===== config.mk =====
export PLATFORM = sky130hd
export DESIGN_NAME = mrb_result_buffer
export DESIGN_NICKNAME = d
export VERILOG_FILES = /design/src/shared/mrb_pkg.sv /design/src/mrb_result_buffer.sv
export VERILOG_INCLUDE_DIRS = /design/src /design/src/shared
export SDC_FILE = /design/constraint.sdc
export NUM_CORES = 1
export LEC_CHECK = 0
export ABC_AREA = 1
export BUFFER_PORTS_ARGS = -buffer_cell sky130_fd_sc_hd__buf_2
export CAP_MARGIN = 20
export CORE_MARGIN = 3
export CORE_UTILIZATION = 40
export DETAILED_ROUTE_END_ITERATION = 10
export GPL_ROUTABILITY_DRIVEN = 0
export PLACE_DENSITY = 0.62
export SYNTH_ARGS = -nofsm -noshare
export SYNTH_HDL_FRONTEND = slang
export SYNTH_SLANG_ARGS = --single-unit

===== constraint.sdc =====
create_clock -name mclk -period 3.12 [get_ports mclk]
set_clock_uncertainty 0.2 [all_clocks]
set_input_delay 0 -clock mclk [delete_from_list [all_inputs] [get_ports mclk]]
set_output_delay 0 -clock mclk [all_outputs]
set_load 0.03 [all_outputs]

===== src/shared/mrb_consts.svh =====
/*
 * Constants of the measurement result buffer: register offsets, word layout,
 * depth, reset values and interrupt bits.
 * Assumes inclusion by bare name from the package and the design file.
 */
// Functional notes
// In buffer mode conversion results are stored and read via buffer word.
// In buffer mode every conversion result enters the buffer unless it is full with no pop that cycle; none diverted.
// After reset the word reads full flag clear and empty flag set.
// Result sits right-justified in bits 11..0; bit 13 reserved.
// Full flag in bit 15 when all 64 locations hold unread results.
// Empty flag in bit 14 when no unread result remains.
// The read returning the last unread result already shows empty.
// Bit 12 tags source: 0 battery/aux b, 1 aux a/temperature.
// Auto scan writes aux a, aux b, temperature, skipping unselected.
// Port scan writes battery, aux a, aux b in that order.
// Reading the word returns and removes the oldest; writes ignored.
`ifndef MRB_CONSTS_SVH
`define MRB_CONSTS_SVH

`define MRB_DEPTH 7'h40
`define MRB_AW 6
`define MRB_OFS_DATA 12'h000
`define MRB_OFS_CTRL 12'h004
`define MRB_OFS_STAT 12'h008
`define MRB_OFS_IRQ_STAT 12'h00c
`define MRB_OFS_IRQ_EN 12'h010
`define MRB_OFS_IRQ_CLR 12'h014
`define MRB_BIT_FULL 15
`define MRB_BIT_EMPTY 14
`define MRB_BIT_RSVD 13
`define MRB_BIT_TAG 12
`define MRB_RES_MSB 11
`define MRB_CTRL_BUFMODE 0
`define MRB_CTRL_RST 8'h00
`define MRB_IRQ_W 3
`define MRB_IRQ_DATA 0
`define MRB_IRQ_FULL 1
`define MRB_IRQ_OVF 2

`endif


===== src/shared/mrb_pkg.sv =====
/*
 * Types of the measurement result buffer.
 * Assumes mrb_consts.svh is on the include path.
 */
package mrb_pkg;
`include "mrb_consts.svh"
    typedef enum logic [1:0] {
        MRB_SRC_BATTERY,
        MRB_SRC_AUX_A,
        MRB_SRC_AUX_B,
        MRB_SRC_TEMP
    } mrb_src_t;

    typedef enum logic [1:0] {
        MRB_SCAN_NONE,
        MRB_SCAN_AUTO,
        MRB_SCAN_PORT
    } mrb_scan_t;
endpackage


===== src/mrb_result_buffer.sv =====
/*
 * Measurement result buffer: 64-entry FIFO of tagged conversion results,
 * scan-order checking of incoming results, APB register slave and
 * one level interrupt.
 * Assumes the converter delivers results on mclk as one-cycle strobes and
 * that APB is synchronous to mclk.
 */
// The address map and the APB slave port were decided locally.
`timescale 1ns/1ns
`include "mrb_consts.svh"

module mrb_result_buffer
    import mrb_pkg::*;
(
    input wire logic mclk,
    input wire logic nrst,
    input wire logic psel,
    input wire logic penable,
    input wire logic pwrite,
    input wire logic [11:0] paddr,
    input wire logic [31:0] pwdata,
    output logic [31:0] prdata,
    output logic pready,
    output logic pslverr,
    input wire logic conv_valid,
    input wire logic [11:0] conv_result,
    input wire mrb_src_t conv_source,
    input wire mrb_scan_t scan_mode,
    input wire logic [2:0] auto_select,
    output logic conv_to_buffer,
    output logic scan_order_error,
    output logic irq
);

    // ------------------------------------------------------------
    // Storage and pointers
    // ------------------------------------------------------------
    logic [12:0] mem_r [0:63];
    logic [`MRB_AW-1:0] wr_ptr_r;
    logic [`MRB_AW-1:0] rd_ptr_r;
    logic [6:0] count_r;
    logic [7:0] ctrl_r;
    logic [`MRB_IRQ_W-1:0] irq_stat_r;
    logic [`MRB_IRQ_W-1:0] irq_en_r;
    logic [1:0] seq_pos_r;
    logic order_err_r;

    logic buf_mode;
    logic full;
    logic empty;
    logic push;
    logic pop;
    logic overflow;
    logic acc_cycle;
    logic rd_data_sel;
    logic wr_ctrl_sel;
    logic wr_en_sel;
    logic wr_clr_sel;
    logic addr_ok;
    logic [15:0] word_nxt;
    logic tag_bit;
    logic [1:0] expect_pos;
    logic order_ok;
    logic [1:0] last_auto_pos;
    logic seq_wrap;
    logic rd_first;
    logic rd_wait_r;
    logic evt_data;
    logic evt_full;
    logic evt_ovf;
    logic [`MRB_IRQ_W-1:0] clr_mask;
    logic [31:0] reg_rd_val;

    assign buf_mode = ctrl_r[`MRB_CTRL_BUFMODE];
    assign full = (count_r == `MRB_DEPTH);
    assign empty = (count_r == 7'h00);

    // ------------------------------------------------------------
    // APB decode
    // ------------------------------------------------------------
    assign acc_cycle = psel && penable;
    // Data-word reads take one wait state: the popped word is registered
    // at the first access edge and stands while pready is high
    assign rd_first = rd_data_sel && !rd_wait_r;
    assign pready = !rd_first;

    always_ff @(posedge mclk or negedge nrst) begin
        if (!nrst) begin
            rd_wait_r <= 1'b0;
        end else begin
            rd_wait_r <= rd_first;
        end
    end

    always_comb begin
        addr_ok = 1'b1;
        if (paddr == `MRB_OFS_DATA) begin
            addr_ok = 1'b1;
        end else if (paddr == `MRB_OFS_CTRL) begin
            addr_ok = 1'b1;
        end else if (paddr == `MRB_OFS_STAT) begin
            addr_ok = 1'b1;
        end else if (paddr == `MRB_OFS_IRQ_STAT) begin
            addr_ok = 1'b1;
        end else if (paddr == `MRB_OFS_IRQ_EN) begin
            addr_ok = 1'b1;
        end else if (paddr == `MRB_OFS_IRQ_CLR) begin
            addr_ok = 1'b1;
        end else begin
            addr_ok = 1'b0;
        end
    end

    assign pslverr = acc_cycle && !addr_ok;
    assign rd_data_sel = acc_cycle && !pwrite && (paddr == `MRB_OFS_DATA);
    assign wr_ctrl_sel = acc_cycle && pwrite && (paddr == `MRB_OFS_CTRL);
    assign wr_en_sel = acc_cycle && pwrite && (paddr == `MRB_OFS_IRQ_EN);
    assign wr_clr_sel = acc_cycle && pwrite && (paddr == `MRB_OFS_IRQ_CLR);

    // ------------------------------------------------------------
    // Scan order tracking
    // ------------------------------------------------------------
    // Position of a source within the sequence of the current scan kind
    always_comb begin
        expect_pos = 2'h0;
        order_ok = 1'b1;
        case (scan_mode)
            MRB_SCAN_AUTO: begin
                case (conv_source)
                    MRB_SRC_AUX_A: expect_pos = 2'h1;
                    MRB_SRC_AUX_B: expect_pos = 2'h2;
                    MRB_SRC_TEMP: expect_pos = 2'h3;
                    default: expect_pos = 2'h0;
                endcase
                // Sources must climb; unselected ones may be skipped
                order_ok = (expect_pos > seq_pos_r) && (expect_pos != 2'h0) &&
                    auto_select[expect_pos - 2'h1];
            end
            MRB_SCAN_PORT: begin
                case (conv_source)
                    MRB_SRC_BATTERY: expect_pos = 2'h1;
                    MRB_SRC_AUX_A: expect_pos = 2'h2;
                    MRB_SRC_AUX_B: expect_pos = 2'h3;
                    default: expect_pos = 2'h0;
                endcase
                // Port scan takes no skips: strictly next in line
                order_ok = (expect_pos == seq_pos_r + 2'h1);
            end
            default: begin
                expect_pos = 2'h0;
                order_ok = 1'b1;
            end
        endcase
    end

    // ------------------------------------------------------------
    // Scan end detection
    // ------------------------------------------------------------
    // Highest selected source closes an auto scan; without this a scan
    // that skips temperature would flag the next scan's first result
    always_comb begin
        last_auto_pos = 2'h0;
        if (auto_select[2]) begin
            last_auto_pos = 2'h3;
        end else if (auto_select[1]) begin
            last_auto_pos = 2'h2;
        end else if (auto_select[0]) begin
            last_auto_pos = 2'h1;
        end else begin
            last_auto_pos = 2'h0;
        end
    end

    assign seq_wrap = (expect_pos == 2'h3) ||
        (scan_mode == MRB_SCAN_AUTO && expect_pos == last_auto_pos);

    always_ff @(posedge mclk or negedge nrst) begin
        if (!nrst) begin
            seq_pos_r <= 2'h0;
        end else if (conv_valid && scan_mode != MRB_SCAN_NONE) begin
            // Wrap back to the start once the last slot is written
            if (seq_wrap) begin
                seq_pos_r <= 2'h0;
            end else begin
                seq_pos_r <= expect_pos;
            end
        end else if (scan_mode == MRB_SCAN_NONE) begin
            seq_pos_r <= 2'h0;
        end
    end

    always_ff @(posedge mclk or negedge nrst) begin
        if (!nrst) begin
            order_err_r <= 1'b0;
        end else begin
            order_err_r <= conv_valid && !order_ok;
        end
    end

    assign scan_order_error = order_err_r;

    // ------------------------------------------------------------
    // FIFO
    // ------------------------------------------------------------
    // Source tag: battery/aux b give zero, aux a/temperature give one
    assign tag_bit = (conv_source == MRB_SRC_AUX_A) ||
        (conv_source == MRB_SRC_TEMP);
    assign conv_to_buffer = buf_mode;
    assign pop = rd_first && !empty;
    // Results kept in arrival order, so scan order is preserved
    assign push = conv_valid && buf_mode && (!full || pop);
    assign overflow = conv_valid && buf_mode && full && !pop;

    always_ff @(posedge mclk) begin
        if (push) begin
            mem_r[wr_ptr_r] <= {tag_bit, conv_result};
        end
    end

    always_ff @(posedge mclk or negedge nrst) begin
        if (!nrst) begin
            wr_ptr_r <= '0;
        end else if (push) begin
            wr_ptr_r <= wr_ptr_r + 6'h01;
        end
    end

    always_ff @(posedge mclk or negedge nrst) begin
        if (!nrst) begin
            rd_ptr_r <= '0;
        end else if (pop) begin
            rd_ptr_r <= rd_ptr_r + 6'h01;
        end
    end

    // Push and pop together leave the occupancy unchanged
    always_ff @(posedge mclk or negedge nrst) begin
        if (!nrst) begin
            count_r <= 7'h00;
        end else begin
            if (push && !pop) begin
                count_r <= count_r + 7'h01;
            end else if (pop && !push) begin
                count_r <= count_r - 7'h01;
            end
        end
    end

    // ------------------------------------------------------------
    // Buffer word
    // ------------------------------------------------------------
    // Empty flag gives the state after this read, so the draining read says empty; full flag the state before it
    always_comb begin
        word_nxt = 16'h0000;
        word_nxt[`MRB_BIT_FULL] = full;
        word_nxt[`MRB_BIT_EMPTY] = empty || (count_r == 7'h01 && !push);
        word_nxt[`MRB_BIT_RSVD] = 1'b0;
        if (!empty) begin
            word_nxt[`MRB_BIT_TAG:0] = mem_r[rd_ptr_r];
        end
    end

    // ------------------------------------------------------------
    // Control and interrupt registers
    // ------------------------------------------------------------
    always_ff @(posedge mclk or negedge nrst) begin
        if (!nrst) begin
            ctrl_r <= `MRB_CTRL_RST;
        end else if (wr_ctrl_sel) begin
            ctrl_r <= pwdata[7:0];
        end
    end

    always_ff @(posedge mclk or negedge nrst) begin
        if (!nrst) begin
            irq_en_r <= '0;
        end else if (wr_en_sel) begin
            irq_en_r <= pwdata[`MRB_IRQ_W-1:0];
        end
    end

    // Events that set the sticky status bits
    assign evt_data = push;
    assign evt_full = push && !pop && (count_r == `MRB_DEPTH - 7'h01);
    assign evt_ovf = overflow;
    assign clr_mask = wr_clr_sel ? pwdata[`MRB_IRQ_W-1:0] : '0;

    // Set wins over a clear in the same cycle
    always_ff @(posedge mclk or negedge nrst) begin
        if (!nrst) begin
            irq_stat_r <= '0;
        end else begin
            irq_stat_r[`MRB_IRQ_DATA] <= evt_data ||
                (irq_stat_r[`MRB_IRQ_DATA] && !clr_mask[`MRB_IRQ_DATA]);
            irq_stat_r[`MRB_IRQ_FULL] <= evt_full ||
                (irq_stat_r[`MRB_IRQ_FULL] && !clr_mask[`MRB_IRQ_FULL]);
            irq_stat_r[`MRB_IRQ_OVF] <= evt_ovf ||
                (irq_stat_r[`MRB_IRQ_OVF] && !clr_mask[`MRB_IRQ_OVF]);
        end
    end

    assign irq = |(irq_stat_r & irq_en_r);

    // ------------------------------------------------------------
    // Read data
    // ------------------------------------------------------------
    // Plain registers; the data word is handled apart because it pops
    always_comb begin
        reg_rd_val = 32'h0000_0000;
        if (paddr == `MRB_OFS_CTRL) begin
            reg_rd_val = {24'h000000, ctrl_r};
        end else if (paddr == `MRB_OFS_STAT) begin
            reg_rd_val = {25'h0, count_r};
        end else if (paddr == `MRB_OFS_IRQ_STAT) begin
            reg_rd_val = {29'h0, irq_stat_r};
        end else if (paddr == `MRB_OFS_IRQ_EN) begin
            reg_rd_val = {29'h0, irq_en_r};
        end else begin
            reg_rd_val = 32'h0000_0000;
        end
    end

    always_ff @(posedge mclk or negedge nrst) begin
        if (!nrst) begin
            prdata <= 32'h0000_0000;
        end else if (psel && !penable && !pwrite) begin
            prdata <= reg_rd_val;
        end else if (rd_first) begin
            // Word captured at the pop edge, shown while pready is high
            prdata <= {16'h0000, word_nxt};
        end
    end

endmodule


# Yosys cells after proc, flatten, opt, wreduce, memory -nomap -nowiden
# Memories as Yosys holds them, arrays and structs flattened.
# Cells that the tools add are included.
[totals]
register_bits = 69
latchBits = 0
ramBits = 832
mem_bits_ro = 0
input_bits = 69
output_inout_bits = 37
wordCells = 126
memories = 1
[mem_list]
columns = ["memory", "words", "word_bits", "read_ports", "rd_clocked_by_memory_dff", "wr", "line", "rtl"]
rows = [
  ["mem_r", 64, 13, 1, 0, 1, "mrb_result_buffer.sv:38", "logic [12:0] mem_r [0:63];"],
]
[op_classes]
n_addsub = 6
n_mul = 0
div = 0
order_cmp = 2
eq_ne = 16
shifts = 0
n_mux = 32
bitwise = 1
n_reduce_logical = 58
[op_table]
columns = ["cell", "n"]
rows = [
  ["$mux 32", 2],
  ["$logic_and 1x1->1", 28],
  ["$eq 12x4->1 const B", 2],
  ["$eq 12x5->1 const B", 2],
  ["$mux 7", 3],
  ["$mux 2", 7],
  ["$logic_not 1->1", 13],
  ["$mux 13", 1],
  ["$add 6x1->6 const B", 2],
  ["$eq 12x3->1 const B", 1],
  ["$logic_not 12->1", 1],
  ["$pmux 2 s3", 2],
  ["$mux 1", 10],
  ["$reduce_bool 2->1", 5],
  ["$mux 3", 3],
  ["$eq 2x2->1 const B", 4],
  ["$mux 8", 1],
  ["$add 7x1->7 const B", 1],
  ["$eq 7x1->1 const B", 1],
  ["$eq 7x6->1 const B", 1],
  ["$eq 7x7->1 const B", 1],
  ["$logic_not 7->1", 1],
  ["$logic_or 1x1->1", 7],
  ["$sub 7x1->7 const B", 1],
  ["12 further kinds", 15],
]

# Longest topological paths before layout
[logic_depth]
ltp_word = 12
depth_mapped = 16
ltp_nobuf = 15

# Worst setup path after synthesis
# No wires, ideal clock.
[synth_timing]
path_kind = "register to register"
start = "register count_r[0]"
end = "memory mem_r[0][0], enable pin"
setup_ns = 0.382
arrival_ns = 1.985
required_ns = 2.538
path_slack_ns = 0.553
path_stages_with_launch = 9
n_path_buf = 1
synth_period_minus_slack_ns = 2.567
cell_sequence = "dfrtp_1 > inv_1 > ha_1 > nand4_1 > nor2_1 > a21oi_4 > buf_6 > nand4_4 > nor2_1"
[synth_via]
elab_chain_cells = 7
elab_cells_between_ends = 9
classes_between = "1 x eq/ne; 2 x mux; 6 x reduce/logical"
[synth_rtl]
columns = ["item", "line", "rtl"]
rows = [
  ["from (decl)", "mrb_result_buffer.sv:41", "logic [6:0] count_r;"],
  ["from (signal assigned)", "mrb_result_buffer.sv:242", "count_r <= count_r + 7'h01;"],
  ["from (signal assigned)", "mrb_result_buffer.sv:244", "count_r <= count_r - 7'h01;"],
  ["$logic_not 7->1", "mrb_result_buffer.sv:76", "assign empty = (count_r == 7'h00);"],
  ["$logic_not 1->1", "n/a", ""],
  ["$logic_and 1x1->1", "mrb_result_buffer.sv:209", "assign pop = rd_first && !empty;"],
  ["$logic_or 1x1->1 *", "mrb_result_buffer.sv:211", "assign push = conv_valid && buf_mode && (!full || pop);"],
  ["$logic_and 1x1->1 *", "mrb_result_buffer.sv:211", ""],
  ["named net evt_data", "mrb_result_buffer.sv:68", "logic evt_data;"],
  ["$mux 1 *", "mrb_result_buffer.sv:215", "if (push) begin"],
  ["$mux 1 (implied by the code) *", "mrb_result_buffer.sv:216", "mem_r[wr_ptr_r] <= {tag_bit, conv_result};"],
  ["to (decl)", "mrb_result_buffer.sv:38", ""],
]
# The timed path passes the listed nets; every way through them passes the cells marked *.

# Worst setup path in the final report
[layout_timing]
start = "input paddr[3]"
end = "memory mem_r[44][10], enable pin"
[layout_via]
elab_chain_cells = 8
[layout_rtl]
columns = ["item", "line", "rtl"]
rows = [
  ["from (decl)", "mrb_result_buffer.sv:20", "input wire logic [11:0] paddr,"],
  ["$logic_not 12->1 (no line)", "n/a", ""],
  ["$logic_and 1x1->1", "mrb_result_buffer.sv:115", "assign rd_data_sel = acc_cycle && !pwrite && (paddr == `MRB_OFS_DATA);"],
  ["$logic_and 1x1->1", "mrb_result_buffer.sv:84", "assign rd_first = rd_data_sel && !rd_wait_r;"],
  ["$logic_and 1x1->1", "mrb_result_buffer.sv:209", ""],
  ["$logic_or 1x1->1", "mrb_result_buffer.sv:211", ""],
  ["$logic_and 1x1->1", "mrb_result_buffer.sv:211", ""],
  ["$mux 1", "mrb_result_buffer.sv:215", ""],
  ["$mux 1 (implied by the code)", "mrb_result_buffer.sv:216", ""],
]
# No other way between the ends.

==> impl_results.md <==
- Synth area leader: edfxtp_1
- Total gr overflow: 0
- Initial antenna violation count: 4
- Synth top area share: approximately two thirds
- Clk_lat worst skew: around 0.65 ns
- Crit path time final: a little over 3 ns
- Status: complete, no violations
- HP Class: in -> reg
- List of most frequent post-synthesis cells: 1206 x nand2_1, 832 x edfxtp_1, 599 x nand3_1
- Worst setup EP type: register
- Yosys Warn Count: 0
- Synth-to-layout area growth: 16.2%
- All-Layer GR Usage: between 15 and 20%
- Nets: about 3800
- Final period util: slightly below 100%
- Clock transition at path regs: roughly 0.06 ns
- Maximum VDD drop: around 0.47 mV
- Vias in the first global route: 24559
- Fin. Hold Viols: 0
- Syn avg cell area: roughly 11 sq um
- H-tree depth: 3
- Final setup viols: 0
- Syn Inst Count: roughly 3500
- Mapped cell area: ~0.038 sq mm
- Via-per-instance ratio: roughly 5.1
- Root buffer selected by CTS: clkbuf_16
- Top-count cell post-synth: nand2_1
- Relative slew margins: approximately a quarter
- Number of CTS-inserted buffers: 90
- Max Freq: ~330 MHz
- RSZ-0062 raised after global routing: no
- Slew @ Worst Pin: ~1.1 ns
- Die height: roughly 310 um
- Async set-reset flop share out of synthesis: a little under 6%
- Share of post-route cells with drive strength above 1: around 10%
- Max Slew Vio Count: 0
- DRT antenna net count: 0
- CTS Buffer Depth: 3
- Drt drc: 0
- Crit Path Category: in -> reg
- Worst EP arrival: 3.13 ns
- Register bit total from synthesis: 884
- Final Power: roughly 24 mW
- CTS tree: built
- Detail Placement HPWL: 57600 um
- Share of the yosys chip area belonging to registers: a little over two thirds
- Multi-input logic area: approximately 0.0096 sq mm
- Post-route worst setup slack: between 0.04 and 0.05 ns
- Worst Path Required: between 3 and 4 ns
- DRT iter0 DRCs: 2552
- Filler Cell Count: between 8000 and 9000
- Setup WS pre-CTS: -0.119 ns
- Leakage: about 17 nW
- Hold depth: 11
- Chip width: around 310 um
- Largest net degree at the start of global routing: between 100 and 150
- Setup crit start kind: input pin
- Core area: 0.0925 sq mm
- Row cnt: between 100 and 150
- FF+latch area: between 0.02 and 0.03 sq mm
- Io pins: 106
- Die area: approximately 0.098 sq mm
- Synth cell types: 40
- Starting Density: 40.7%
- Synth top area cells: edfxtp_1 66%, nand2_1 12%, nand3_1 8.0%
- First-pass GRT wire length: 150000 um
- P per Cell Area: between 500 and 600 mW/mm^2
- Maxcap violations: 0
- R2R cell count: 8
- Clk sinks: roughly 880
- Top FF cell, synth: edfxtp_1
- Total Wirelength: between 90000 and 100000 um
- Post-synth EDFFs: about 830
- Crit-path max FO: 13
- First-pass DRT Iterations: 6
- Via count: around 26000
- Port bufs: 64
- Routed length per instance: roughly 20 um
repair_timing:
action | CTS | global route
endpoints found under the setup margin | 13 | 20
pin swaps | 0 | 1
gates resized for setup | 1 | 10
hold buffers | 74 | 0
setup buffers | 0 | 0
endpoints found under the hold margin | 649 | 0
power breakdown:
group | total (mW) | switching (mW) | internal [mW]
Sequential | 13.0 | 0.00368 | 13.0
Clock | 10.5 | 4.42 | 6.12
Combinational | 0.485 | 0.353 | 0.132
logic make-up (layout without fill, tap and decap cells):
kind of cell,after synthesis,after routing,synth area share [%]
simple gates,2025,2025,22.6
flops,884,884,69.8
buf+inv,437,697,5.08
compound gates,110,110,1.61
fa+ha+maj,16,16,0.532
xor+xnor,15,15,0.349
other cells,1,20,0.00996
mux,1,1,0.0299
final timing paths:
path / start / endpoint / slack, ns
min: paddr[7] / wr_ptr_r[5]$_DFFE_PN0P_ / 0.05
min reg2reg: ctrl_r[1]$_DFFE_PN0P_ / ctrl_r[1]$_DFFE_PN0P_ / 0.29
max: paddr[3] / mem_r[44][10]$_DFFE_PP_ / 0.04
min in group asynchronous: nrst / rd_wait_r$_DFF_PN0_ / 0.26
max reg2reg: count_r[1]$_DFFE_PN0P_ / mem_r[44][10]$_DFFE_PP_ / 0.18
max in group asynchronous: nrst / prdata[4]$_DFFE_PN0P_ / 1.29
layer usage:
metal / GRT usage [%] / vias to the layer above / share of wire [%]
met2: 32.2 / 931 / 47
met4: 6.85 / 0 / 3.2
li1: - / 12181 / -
met3: 3.95 / 196 / 7.3
met1: 27.1 / 12342 / 42
met5: 0 / - / 0
worst max-delay path, cell delays in order:
cell and delay [ns]:
dlygate4sd3_1 0.54, buf_2 0.18, nor3_4 0.20, dlygate4sd3_1 0.65, nand3_4 0.11, a21oi_4 0.30
nand4_1 0.31, buf_4 0.27, nor2_2 0.56
sequential cells by signal (all words and copies together), names as in the netlist:
register and count:
seq_pos_r 2, irq_stat_r 3, wr_ptr_r 6, prdata 15, count_r 7, ctrl_r 8, rd_wait_r 1, irq_en_r 3
rd_ptr_r 6, scan_order_error 1, mem_r 832
per-stage QoR:
step                      cell area, sq um  hold WS (ns)  TNS [ns]  instances  utilization, %
after floorplan                      37700        -0.496         0       3505               -
after global placement               40000        -0.233     -1.59       4767            43.3
after detailed placement             40100        -0.226     -1.54       4770            43.3
after CTS                            43700       0.00468         0       5006            47.2
after global routing                 43800        0.0827         0       5009            47.3
final                                43800        0.0509         0       5011            47.3
layout make-up:
class,instances,share of cell area (%)
antenna,3,0.0172
clock inverter,43,0.823
multi-input combinational,2184,21.8
clock buffer,119,5.73
inverter,234,2.04
tap,1243,3.55
sequential,884,60.1
timing repair buffer,301,5.90
cell usage in the layout (no fill, tap or decap), drive strengths merged:
cell         count
edfxtp         832
o211ai           5
xor2            14
buf            227
nand4           16
o21ai           77
or2              2
diode            3
o311ai           1
a21oi           13
inv            232
nand3          601
clkinv          38
nor3            12
o22ai            6
o21a             3
ha              16
a211oi           1
a22o             1
mux2             1
conb            17
clkinvlp         1
nor2           186
nor3b            1
bufinv           6
xnor2            1
o31ai            3
nand2         1207
dlygate4sd3     74
dfrtp           52
clkbuf         119
(Power assumes the default switching activity.)
